===== src/cpuir_pkg.sv =====
// shared constants and carriers for the indirect-move and return block
package cpuir_pkg;
    localparam int PC_W = 15;
    localparam int PTR_W = 16;
    localparam int DATA_W = 8;
    localparam int BUS_AW = 4;

    localparam logic [BUS_AW-1:0] OFF_ACC     = 4'h0;
    localparam logic [BUS_AW-1:0] OFF_OPTION  = 4'h1;
    localparam logic [BUS_AW-1:0] OFF_STATUS  = 4'h2;
    localparam logic [BUS_AW-1:0] OFF_PWRCTL  = 4'h3;
    localparam logic [BUS_AW-1:0] OFF_INTCTL  = 4'h4;
    localparam logic [BUS_AW-1:0] OFF_PTR0_LO = 4'h5;
    localparam logic [BUS_AW-1:0] OFF_PTR0_HI = 4'h6;
    localparam logic [BUS_AW-1:0] OFF_PTR1_LO = 4'h7;
    localparam logic [BUS_AW-1:0] OFF_PTR1_HI = 4'h8;
    localparam logic [BUS_AW-1:0] OFF_PC_LO   = 4'h9;
    localparam logic [BUS_AW-1:0] OFF_PC_HI   = 4'hA;
    localparam logic [BUS_AW-1:0] OFF_STKPTR  = 4'hB;

    localparam int STATUS_C_BIT   = 0;
    localparam int STATUS_Z_BIT   = 2;
    localparam int PWRCTL_RI_BIT  = 2;
    localparam int INTCTL_IE_BIT  = 7;

    localparam logic [DATA_W-1:0] RST_ACC    = 8'h00;
    localparam logic [DATA_W-1:0] RST_OPTION = 8'hFF;
    localparam logic [DATA_W-1:0] RST_INTCTL = 8'h00;
    localparam logic [PTR_W-1:0]  RST_PTR    = 16'h0000;
    localparam logic [PC_W-1:0]   RST_PC     = 15'h0000;
    localparam logic              RST_RI     = 1'b1;

    localparam logic [PTR_W-1:0]  PTR_STEP   = 16'h0001;

    typedef enum logic [1:0] {
        MODE_PREINC  = 2'h0,
        MODE_PREDEC  = 2'h1,
        MODE_POSTINC = 2'h2,
        MODE_POSTDEC = 2'h3
    } cpuir_mode_t;

    typedef enum logic [3:0] {
        OP_NOP    = 4'h0,
        OP_OPTION = 4'h1,
        OP_RESET  = 4'h2,
        OP_RETINT = 4'h3,
        OP_RETURN = 4'h4,
        OP_LDIND  = 4'h5,
        OP_STIND  = 4'h6,
        OP_CALL   = 4'h7
    } cpuir_op_t;

    typedef enum logic [0:0] {ST_RUN, ST_SECOND} cpuir_fsm_t;

    typedef struct packed {
        cpuir_op_t         op;
        logic              ptrSel;
        cpuir_mode_t       mode;
        logic [PC_W-1:0]   target;
    } cpuir_cmd_t;

    typedef struct packed {
        logic [BUS_AW-1:0] addr;
        logic [DATA_W-1:0] wdata;
        logic              wrStb;
        logic              rdStb;
    } cpuir_bus_t;
endpackage


===== src/cpuir_mem.sv =====
// single-port memory with registered read data
`timescale 1ns/1ps
module cpuir_mem #(
    parameter int DW = 8,
    parameter int AW = 8
) (
    input  wire logic          ref_clk,
    input  wire logic          we,
    input  wire logic [AW-1:0] addr,
    input  wire logic [DW-1:0] wdata,
    output logic      [DW-1:0] rdata
);
    logic [DW-1:0] mem [2**AW];

    if (AW < 1 || DW < 1) begin : g_bad_geometry
        $error("cpuir_mem: bad geometry");
    end

    // read-before-write: a same-cycle write shows up on the next read only
    always_ff @(posedge ref_clk) begin
        if (we) begin
            mem[addr] <= wdata;
        end
        rdata <= mem[addr];
    end
endmodule // cpuir_mem


===== src/cpuir_core.sv =====
// indirect move, option load, software reset and return execution
//
// Design decisions made here: the address-and-strobe port and the register offsets.
`timescale 1ns/1ps
module cpuir_core import cpuir_pkg::*; #(
    parameter int DMEM_AW     = 8,
    parameter int STACK_DEPTH = 16
) (
    input  wire logic              ref_clk,
    input  wire logic              rst_n,
    input  wire logic              cmdValid,
    input  wire cpuir_cmd_t        cmdIn,
    output logic                   cmdReady,
    input  wire cpuir_bus_t        busIn,
    output logic      [DATA_W-1:0] rdData,
    output logic      [PC_W-1:0]   progCounter,
    output logic                   globalIntEnable
);
    localparam int SP_W = $clog2(STACK_DEPTH);

    if (DMEM_AW < 1 || DMEM_AW > PTR_W) begin : g_bad_aw
        $error("cpuir_core: DMEM_AW out of range");
    end
    if (STACK_DEPTH < 2 || (1 << SP_W) != STACK_DEPTH) begin : g_bad_depth
        $error("cpuir_core: STACK_DEPTH must be a power of two");
    end

    typedef struct packed {
        cpuir_fsm_t        state;
        logic              ready;
        cpuir_op_t         op;
        logic [PC_W-1:0]   pc;
        logic [DATA_W-1:0] w;
        logic [DATA_W-1:0] option;
        logic [DATA_W-1:0] intctl;
        logic              z;
        logic              c;
        logic              ri;
        logic [PTR_W-1:0]  ptr0;
        logic [PTR_W-1:0]  ptr1;
        logic [SP_W-1:0]   sp;
        logic [DATA_W-1:0] rdData;
    } cpuir_state_t;

    localparam cpuir_state_t RESET_STATE = '{
        state: ST_RUN, ready: 1'b1, op: OP_NOP, pc: RST_PC, w: RST_ACC,
        option: RST_OPTION, intctl: RST_INTCTL, z: 1'b0, c: 1'b0, ri: RST_RI,
        ptr0: RST_PTR, ptr1: RST_PTR, sp: '0, rdData: '0
    };

    cpuir_state_t s_q, s_d;

    logic              memWe, stkWe;
    logic [DMEM_AW-1:0] memAddr;
    logic [DATA_W-1:0] memWdata, memRdata;
    logic [SP_W-1:0]   stkAddr;
    logic [PC_W-1:0]   stkWdata, stkRdata;

    // 16-bit arithmetic drops the carry, so the pointer wraps by itself
    function automatic logic [PTR_W-1:0] ptrStep(logic [PTR_W-1:0] p, cpuir_mode_t m);
        if (m == MODE_PREINC || m == MODE_POSTINC) return p + PTR_STEP;
        return p - PTR_STEP;
    endfunction

    function automatic logic [PTR_W-1:0] effAddr(logic [PTR_W-1:0] p, cpuir_mode_t m);
        if (m == MODE_PREINC || m == MODE_PREDEC) return ptrStep(p, m);
        return p;
    endfunction

    function automatic logic [DATA_W-1:0] regRead(cpuir_state_t s, logic [BUS_AW-1:0] a);
        logic [DATA_W-1:0] v;
        v = '0;
        case (a)
            OFF_ACC:     v = s.w;
            OFF_OPTION:  v = s.option;
            OFF_STATUS: begin
                v[STATUS_Z_BIT] = s.z;
                v[STATUS_C_BIT] = s.c;
            end
            OFF_PWRCTL:  v[PWRCTL_RI_BIT] = s.ri;
            OFF_INTCTL:  v = s.intctl;
            OFF_PTR0_LO: v = s.ptr0[7:0];
            OFF_PTR0_HI: v = s.ptr0[15:8];
            OFF_PTR1_LO: v = s.ptr1[7:0];
            OFF_PTR1_HI: v = s.ptr1[15:8];
            OFF_PC_LO:   v = s.pc[7:0];
            OFF_PC_HI:   v = {1'b0, s.pc[14:8]};
            OFF_STKPTR:  v[SP_W-1:0] = s.sp;
            default:     v = '0;
        endcase
        return v;
    endfunction

    always_comb begin
        logic [PTR_W-1:0] ptr;
        ptr      = cmdIn.ptrSel ? s_q.ptr1 : s_q.ptr0;
        s_d      = s_q;
        memWe    = 1'b0;
        memAddr  = '0;
        memWdata = s_q.w;
        stkWe    = 1'b0;
        stkAddr  = s_q.sp;
        stkWdata = s_q.pc + 1'b1;
        s_d.rdData = busIn.rdStb ? regRead(s_q, busIn.addr) : '0;
        // bus writes land first so a same-cycle instruction overrides them
        if (busIn.wrStb) begin
            case (busIn.addr)
                OFF_ACC:     s_d.w = busIn.wdata;
                OFF_OPTION:  s_d.option = busIn.wdata;
                OFF_STATUS: begin
                    s_d.z = busIn.wdata[STATUS_Z_BIT];
                    s_d.c = busIn.wdata[STATUS_C_BIT];
                end
                OFF_PWRCTL:  s_d.ri = busIn.wdata[PWRCTL_RI_BIT];
                OFF_INTCTL:  s_d.intctl = busIn.wdata;
                OFF_PTR0_LO: s_d.ptr0[7:0] = busIn.wdata;
                OFF_PTR0_HI: s_d.ptr0[15:8] = busIn.wdata;
                OFF_PTR1_LO: s_d.ptr1[7:0] = busIn.wdata;
                OFF_PTR1_HI: s_d.ptr1[15:8] = busIn.wdata;
                OFF_PC_LO:   s_d.pc[7:0] = busIn.wdata;
                OFF_PC_HI:   s_d.pc[14:8] = busIn.wdata[6:0];
                OFF_STKPTR:  s_d.sp = busIn.wdata[SP_W-1:0];
                default: ;
            endcase
        end
        case (s_q.state)
            ST_RUN: begin
                if (cmdValid) begin
                    s_d.pc = s_q.pc + 1'b1;
                    case (cmdIn.op)
                        OP_NOP: ;
                        OP_OPTION: s_d.option = s_q.w;
                        OP_RESET: begin
                            s_d = RESET_STATE;
                            s_d.ri = 1'b0;
                        end
                        OP_STIND, OP_LDIND: begin
                            // flags z and c are not touched by the step
                            memAddr = DMEM_AW'(effAddr(ptr, cmdIn.mode));
                            memWe = (cmdIn.op == OP_STIND);
                            if (cmdIn.ptrSel) s_d.ptr1 = ptrStep(ptr, cmdIn.mode);
                            else s_d.ptr0 = ptrStep(ptr, cmdIn.mode);
                            if (cmdIn.op == OP_LDIND) begin
                                s_d.state = ST_SECOND;
                                s_d.op = cmdIn.op;
                            end
                        end
                        OP_CALL: begin
                            stkWe = 1'b1;
                            s_d.sp = s_q.sp + 1'b1;
                            s_d.pc = cmdIn.target;
                        end
                        OP_RETINT, OP_RETURN: begin
                            // pop address issued now, data arrives next cycle
                            stkAddr = s_q.sp - 1'b1;
                            s_d.sp = s_q.sp - 1'b1;
                            s_d.pc = s_q.pc;
                            s_d.state = ST_SECOND;
                            s_d.op = cmdIn.op;
                        end
                        default: ;
                    endcase
                end
            end
            ST_SECOND: begin
                s_d.state = ST_RUN;
                case (s_q.op)
                    OP_LDIND: begin
                        s_d.w = memRdata;
                        s_d.z = (memRdata == '0);
                    end
                    OP_RETINT: begin
                        s_d.pc = stkRdata;
                        s_d.intctl[INTCTL_IE_BIT] = 1'b1;
                    end
                    OP_RETURN: s_d.pc = stkRdata;
                    default: ;
                endcase
            end
            default: s_d.state = ST_RUN;
        endcase
        s_d.ready = (s_d.state == ST_RUN);
    end

    always_ff @(posedge ref_clk) begin
        if (!rst_n) s_q <= RESET_STATE;
        else s_q <= s_d;
    end

    cpuir_mem #(.DW(DATA_W), .AW(DMEM_AW)) u_dmem (
        .ref_clk (ref_clk),
        .we      (memWe),
        .addr    (memAddr),
        .wdata   (memWdata),
        .rdata   (memRdata)
    );

    cpuir_mem #(.DW(PC_W), .AW(SP_W)) u_stack (
        .ref_clk (ref_clk),
        .we      (stkWe),
        .addr    (stkAddr),
        .wdata   (stkWdata),
        .rdata   (stkRdata)
    );

    assign cmdReady        = s_q.ready;
    assign rdData          = s_q.rdData;
    assign progCounter     = s_q.pc;
    assign globalIntEnable = s_q.intctl[INTCTL_IE_BIT];

    logic acc;
    assign acc = cmdValid && s_q.ready && !busIn.wrStb;
endmodule // cpuir_core


===== config.mk =====
export PLATFORM = sky130hd
export DESIGN_NAME = cpuir_core
export DESIGN_NICKNAME = d
export VERILOG_FILES = /design/src/cpuir_pkg.sv /design/src/cpuir_mem.sv /design/src/cpuir_core.sv
export SDC_FILE = /design/constraint.sdc
export NUM_CORES = 2
export LEC_CHECK = 0
export BUFFER_PORTS_ARGS = -buffer_cell sky130_fd_sc_hd__buf_4
export CAP_MARGIN = 20
export CORE_AREA = 5 5 417 419
export CTS_CLUSTER_SIZE = 25
export DETAILED_ROUTE_END_ITERATION = 10
export DIE_AREA = 0 0 422 424
export PLACE_DENSITY = 0.7
export SLEW_MARGIN = 10
export SYNTH_ARGS = -nofsm -noshare
export SYNTH_HDL_FRONTEND = slang
export SYNTH_SLANG_ARGS = --single-unit

===== constraint.sdc =====
create_clock -name ref_clk -period 6.1 [get_ports ref_clk]
set_clock_uncertainty 0.15 [all_clocks]
set_input_delay 0.305 -clock ref_clk [delete_from_list [all_inputs] [get_ports ref_clk]]
set_output_delay 0.305 -clock ref_clk [all_outputs]
set_load 0.03 [all_outputs]

# Yosys cells after proc, flatten, opt, wreduce, memory -nomap -nowiden
# Memory sizes are Yosys's and may differ from the RTL's. A register that Yosys moved wholly into a read port is not among the register bits.
# Index checks and enable logic that the tools add are counted.
[classes]
add_sub_neg = 5
muxes = 85
n_eq_ne = 25
n_bitwise = 2
n_reduce_logical = 10
[ops]
columns = ["cell", "n"]
rows = [
  ["$mux 8", 19],
  ["$mux 16", 6],
  ["$mux 92", 1],
  ["$mux 78", 1],
  ["$pmux 32 s2", 1],
  ["$mux 46", 1],
  ["$pmux 23 s2", 1],
  ["$pmux 15 s3", 1],
  ["$eq 4x3->1 const B", 10],
  ["$pmux 4 s9", 1],
  ["$mux 1", 32],
  ["$pmux 4 s3", 2],
  ["$eq 4x2->1 const B", 5],
  ["$mux 4", 5],
  ["$pmux 1 s10", 2],
  ["$add 16x1->16 const B", 1],
  ["$eq 4x4->1 const B", 4],
  ["$pmux 8 s2", 1],
  ["$sub 16x1->16 const B", 1],
  ["$add 15x1->15 const B", 1],
  ["$mux 15", 1],
  ["$mux 7", 2],
  ["$pmux 1 s12", 1],
  ["$mux 11", 1],
  ["other kinds (18)", 26],
]
[totals]
output_inout_bits = 25
ram_bits = 2288
in_bits = 39
mem_count = 2
ff_bits = 92
word_cells = 143
[mem_list]
columns = ["memory", "depth", "width", "rd", "rd_clocked_by_memory_dff", "wr", "line", "source"]
rows = [
  ["u_dmem.mem", 256, 8, 1, 1, 1, "cpuir_mem.sv:13", "logic [DW-1:0] mem [2**AW];"],
  ["u_stack.mem", 16, 15, 1, 1, 1, "cpuir_mem.sv:13", ""],
]

# Longest topological paths before layout
[depth]
word_depth = 13
ltp_mapped = 19
ltp_nobuf = 12

# By module
# Synthesis repeated with hierarchy kept, for this count alone.
[unflattened]
hier_cells = 4843
hier_area_um2 = 94763.4
[by_module_without_submodules]
columns = ["mod", "seq_area_each_um2", "area_each_um2", "cells_each", "n_inst"]
rows = [
  ["cpuir_mem (u_dmem)", 61659.1, 78492.8, 3547, 1],
  ["cpuir_mem (u_stack)", 7507.2, 9379.0, 407, 1],
  ["cpuir_core", 1841.8, 6891.6, 889, 1],
]

# Worst setup path before layout
# No wires, ideal clock.
[synth_timing]
kind = "register to register"
from = "register s_q (netlist bit memWdata[0])"
to = "register s_q (netlist bit rdData[0])"
period_less_slack_ns = 4.917
stages_incl_launch_ff = 6
arrival_time_ns = 4.676
slack_ns = 1.183
t_required_ns = 5.859
path_buffers = 0
setup_ns = 0.091
cell_sequence = "dfxtp_1 > mux4_2 > nor2_1 > a211oi_1 > nor2_1 > a311oi_1"
[synth_via]
elab_chain_len = 5
[synth_lines]
columns = ["item", "line", "source"]
rows = [
  ["start, declared", "cpuir_core.sv:51", "cpuir_state_t s_q, s_d;"],
  ["start signal, assigned", "cpuir_core.sv:186", "if (!rst_n) s_q <= RESET_STATE;"],
  ["start signal, assigned", "cpuir_core.sv:187", "else s_q <= s_d;"],
  ["$pmux 1 s11 (*)", "cpuir_core.sv:73", "case (a)"],
  ["$mux 8 (*)", "cpuir_core.sv:104", "s_d.rdData = busIn.rdStb ? regRead(s_q, busIn.addr) : '0;"],
  ["$mux 8", "cpuir_core.sv:130", "case (cmdIn.op)"],
  ["$mux 92", "cpuir_core.sv:128", "if (cmdValid) begin"],
  ["$mux 46 (*)", "cpuir_core.sv:126", "case (s_q.state)"],
]
# Mark *: on every way between the ends. The rest lies on a longest branch, timed or not.
# A chain may end at the register's enable or synchronous reset.

# Worst setup path after layout
[layout_timing]
from = "input port cmdIn[17] in the netlist's numbering"
to = "register u_dmem.rdata[5], read port of u_dmem.mem"
[layout_via]
elab_chain_len = 9
elab_cells_between_ends = 10
classes_between = "add/sub: 2; mux: 8"
[layout_lines]
columns = ["item", "line", "source"]
rows = [
  ["start, declared", "cpuir_core.sv:12", "input wire cpuir_cmd_t cmdIn,"],
  ["$mux 16 (*)", "cpuir_core.sv:96", "ptr = cmdIn.ptrSel ? s_q.ptr1 : s_q.ptr0;"],
  ["$add 16x1->16", "-", ""],
  ["$mux 16", "-", ""],
  ["$mux 8", "cpuir_core.sv:62", "return p - PTR_STEP;"],
  ["$mux 8", "cpuir_core.sv:66", "if (m == MODE_PREINC || m == MODE_PREDEC) return ptrStep(p, m);"],
  ["$mux 8 (*)", "cpuir_core.sv:67", "return p;"],
  ["$mux 8 (*)", "cpuir_core.sv:130", ""],
  ["$mux 8 (*)", "cpuir_core.sv:128", ""],
  ["$mux 8 (*)", "cpuir_core.sv:126", ""],
  ["end, declared", "cpuir_mem.sv:11", "output logic [DW-1:0] rdata"],
]
# Mark *: on every way between the ends. The rest lies on a longest branch, timed or not. The select of a mux whose other input is x is not followed.

==> results.sh <==
export IMPL_p_per_area_nw_per_um2=314.6
export IMPL_core_sq_um=170200
export IMPL_overflow=0
export IMPL_period_share_pct=85.84
export IMPL_synth_distinct_cells=85
export IMPL_setup_worst_path_class="in -> reg"
export IMPL_place_congestion=0.9032
export IMPL_synthArstFlopShare_pct=0
export IMPL_status="finished clean"
export IMPL_dpl_hpwl_mm=148.3
export IMPL_rrSetupSlack_ns=0.92
export IMPL_routed_wirelength_mm=250.9
export IMPL_hold_violations=0
export IMPL_firstDrtPassIters=8
export IMPL_grt_pass1_vias=55132
export IMPL_io_pins=64
export IMPL_dieArea_sq_um=178900
export IMPL_layout_commonest_cell="edfxtp_1"
export IMPL_reg2reg_depth=10
export IMPL_critical_path_buf_inv_count=4
export IMPL_crit_path_end="u_dmem.rdata[5]$_DFF_P_"
export IMPL_antenna_found_initial=5
export IMPL_rsz0062_at_grt="false"
export IMPL_cp_slowest_stage_delay_ns=0.97
export IMPL_syn_inst=5704
export IMPL_grt_max_degree=222
export IMPL_fillers=11959
export IMPL_wl_per_cell_um=30.12
export IMPL_path_common_cell="buf_4"
export IMPL_yosysWarnings=0
export IMPL_clock_sinks=2403
export IMPL_cap_violations=0
export IMPL_critPathSlowestCell="o41ai_1"
export IMPL_cp_depth=14
export IMPL_cts_root_buffer="clkbuf_16"
export IMPL_period_minus_slack_ns=5.236
export IMPL_area_delta_synth_final_pct=12.72
export IMPL_power_w=0.03290
export IMPL_drc_errors=0
export IMPL_clk_pin_slew_ns=0.06
export IMPL_setup_viol=0
export IMPL_crit_start="cmdIn[17]"
export IMPL_clkLatencyLatePin_ns=0.86
export IMPL_drive_above_1_share_pct=13.49
export IMPL_crit_chain="dlygate4sd3_1 -> buf_4 -> mux2i_4 -> ha_1 -> mux2i_1 -> o21ai_0 -> nand3_1 -> o31ai_4 -> buf_12 -> buf_4 -> a21oi_1 -> o41ai_1 -> a31oi_1 -> or4_1"
export IMPL_synthFlopType="edfxtp_1"
export IMPL_synth_avg_cell_area_sq_um=16.27
export IMPL_critPathCaptureType="register"
export IMPL_clockBufferDepth=3
export IMPL_crit_fanout=53
export IMPL_htreeDepth=4
export IMPL_leakage_nw=33.33
export IMPL_post_cts_setup_buffers=0
export IMPL_ant_nets=0
export IMPL_io_buffers=63
export IMPL_report_final_slew_viol_count=0
export IMPL_max_freq_mhz=191.0
export IMPL_cp_top_family="compound AO/OA/AOI/OAI gates"
export IMPL_syn_area_sq_um=92790
export IMPL_syn_nets=5749
export IMPL_grt_first_pass_wirelength_mm=369.3
export IMPL_synth_edff_count=2288
export IMPL_fp_dieH_um=424
export IMPL_regArea_sq_um=71040
export IMPL_min_path_cells=4
export IMPL_required_ns=6.67
export IMPL_holdWs_ns=0.06966
export IMPL_vias_per_cell=6.784
export IMPL_track_usage_pct=27.45
export IMPL_multi_input_area_sq_um=19660
export IMPL_tritoncts="done"
export IMPL_start_kind="primary input"
export IMPL_numCtsBuffers=228
export IMPL_drtIter0Drc=8464
export IMPL_synth_ff_latch_count=2403
export IMPL_fin_setup_tns_ns=0
export IMPL_r2r_start="s_q[29]$_SDFF_PN0_"
export IMPL_hp_class="in -> reg"
export IMPL_slew_headroom_pct=2.276
export IMPL_tightest_slew_ns=1.466
export IMPL_die_width_um=422
export IMPL_start_util_pct=54.51
export IMPL_ys_seq_area_share_pct=76.53
export IMPL_reg2reg_to="u_dmem.rdata[5]$_DFF_P_"
export IMPL_vias=56498
export IMPL_vdd_ir_drop_max_mv=0.3859
export IMPL_row_count=152
export IMPL_layout_common_cells="2288 x edfxtp_1, 852 x a22oi_1, 475 x a21oi_1"
export IMPL_cp_arrival_ns=5.81
export IMPL_fin_nets=5937
-- registers in the layout, summed over array words and instances (netlist names) --
register,flops
cmdReady,1
globalIntEnable,1
memWdata,8
progCounter,15
rdData,8
s_q,59
u_dmem.mem,2048
u_dmem.rdata,8
u_stack.mem,240
u_stack.rdata,15
-- power breakdown --
part	total, W	internal, W	switching (W)
sequential	0.0180	0.0179	0.0000760
combinational	0.000997	0.000375	0.000623
clock	0.0139	0.00781	0.00610
total	0.0329	0.0261	0.00680
-- routing by layer --
layer	vias up	global-route usage [%]	part of all wire [%]
met4	4	11.85	4.6
met5	-	0	0.010
li1	23666	-	-
met3	618	5.689	10
met1	28776	37.63	38
met2	3434	43.28	47
-- cell families (layout without fill, tap and decap cells) --
kind of cell | count (synthesis) | in the layout | share of synthesized area [%]
muxes | 170 | 170 | 2.923
AOI/OAI and AO/OA | 1842 | 1842 | 13.66
and+or+nand+nor | 796 | 796 | 4.006
xor gates and xnor gates | 36 | 36 | 0.3681
DFF | 2403 | 2403 | 76.53
other | 0 | 2 | 0
adders and majority gates | 6 | 6 | 0.08090
buffers and inverters | 451 | 840 | 2.439
-- cells in the mapped netlist (11+ instances only) --
| master | n | share of area [%] |
|---|---|---|
| a221oi_1 | 108 | 1.0 |
| nor3_1 | 21 | 0.11 |
| nand2_1 | 120 | 0.49 |
| nor2_1 | 393 | 1.6 |
| clkbuf_1 | 132 | 0.53 |
| o21ai_0 | 73 | 0.39 |
| o22a_1 | 27 | 0.25 |
| nor4_1 | 109 | 0.73 |
| buf_4 | 69 | 0.56 |
| a22oi_1 | 852 | 6.9 |
| dfxtp_1 | 115 | 2.5 |
| buf_1 | 32 | 0.13 |
| buf_2 | 194 | 1.0 |
| inv_1 | 14 | 0.057 |
| mux2_2 | 11 | 0.13 |
| a21oi_1 | 478 | 2.6 |
| xnor2_1 | 24 | 0.23 |
| or4_1 | 11 | 0.089 |
| edfxtp_1 | 2288 | 74 |
| a22o_1 | 95 | 0.90 |
| nor2b_1 | 11 | 0.074 |
| nand2b_1 | 15 | 0.10 |
| a211oi_1 | 29 | 0.23 |
| mux2i_1 | 78 | 0.84 |
| o22ai_1 | 95 | 0.64 |
| nand3_1 | 50 | 0.27 |
| mux4_2 | 78 | 1.9 |
-- worst reg2reg max path, stage by stage (launching register included) --
cell and delay (ns):
dfxtp_1 0.53, nand4b_1 0.24, a211o_1 0.43, and3_4 0.24, o31ai_4 0.65, buf_12 0.43, buf_4 0.39, a21oi_1 0.14
o41ai_1 0.97, a31oi_1 0.40, or4_1 0.51
-- cell type report --
class                      instances  area share [%]
sequential                      2403           67.92
multi-input combinational       2850           18.80
clock buffer                     287           5.825
timing repair buffer             393           3.505
tap                             2233           2.671
clock inverter                   144           1.217
inverter                          16         0.05742
antenna                            2        0.004785
-- how the worst min path moves through the flow --
stage,start,endpoint
2_1_floorplan,rst_n,cmdReady$_SDFF_PN1_
6_report,cmdIn[15],s_q[13]$_SDFF_PN0_
3_5_place_dp,s_q[49]$_SDFF_PN0_,s_q[49]$_SDFF_PN0_
4_1_cts,cmdIn[15],s_q[26]$_SDFF_PN0_
3_3_place_gp,s_q[49]$_SDFF_PN0_,s_q[49]$_SDFF_PN0_
5_1_grt,cmdIn[15],s_q[26]$_SDFF_PN0_
-- metrics by stage --
| step | setup slack, ns | cell area (sq um) | util (%) | instances |
|---|---|---|---|---|
| 2_1_floorplan | 1.183 | 92790 | - | 5704 |
| 3_3_place_gp | 0.6268 | 96600 | 56.75 | 7837 |
| 3_5_place_dp | 0.5948 | 96610 | 56.76 | 7839 |
| 4_1_cts | 0.9606 | 104500 | 61.38 | 8321 |
| 5_1_grt | 0.6400 | 104600 | 61.44 | 8326 |
| 6_report | 0.8637 | 104600 | 61.45 | 8328 |
-- repair_timing --
action	CTS	global route
gates resized for setup	0	0
hold buffers	51	0
endpoints found under the setup margin	0	0
endpoints found under the hold margin	95	0
Power figures use the tool's default switching activity.
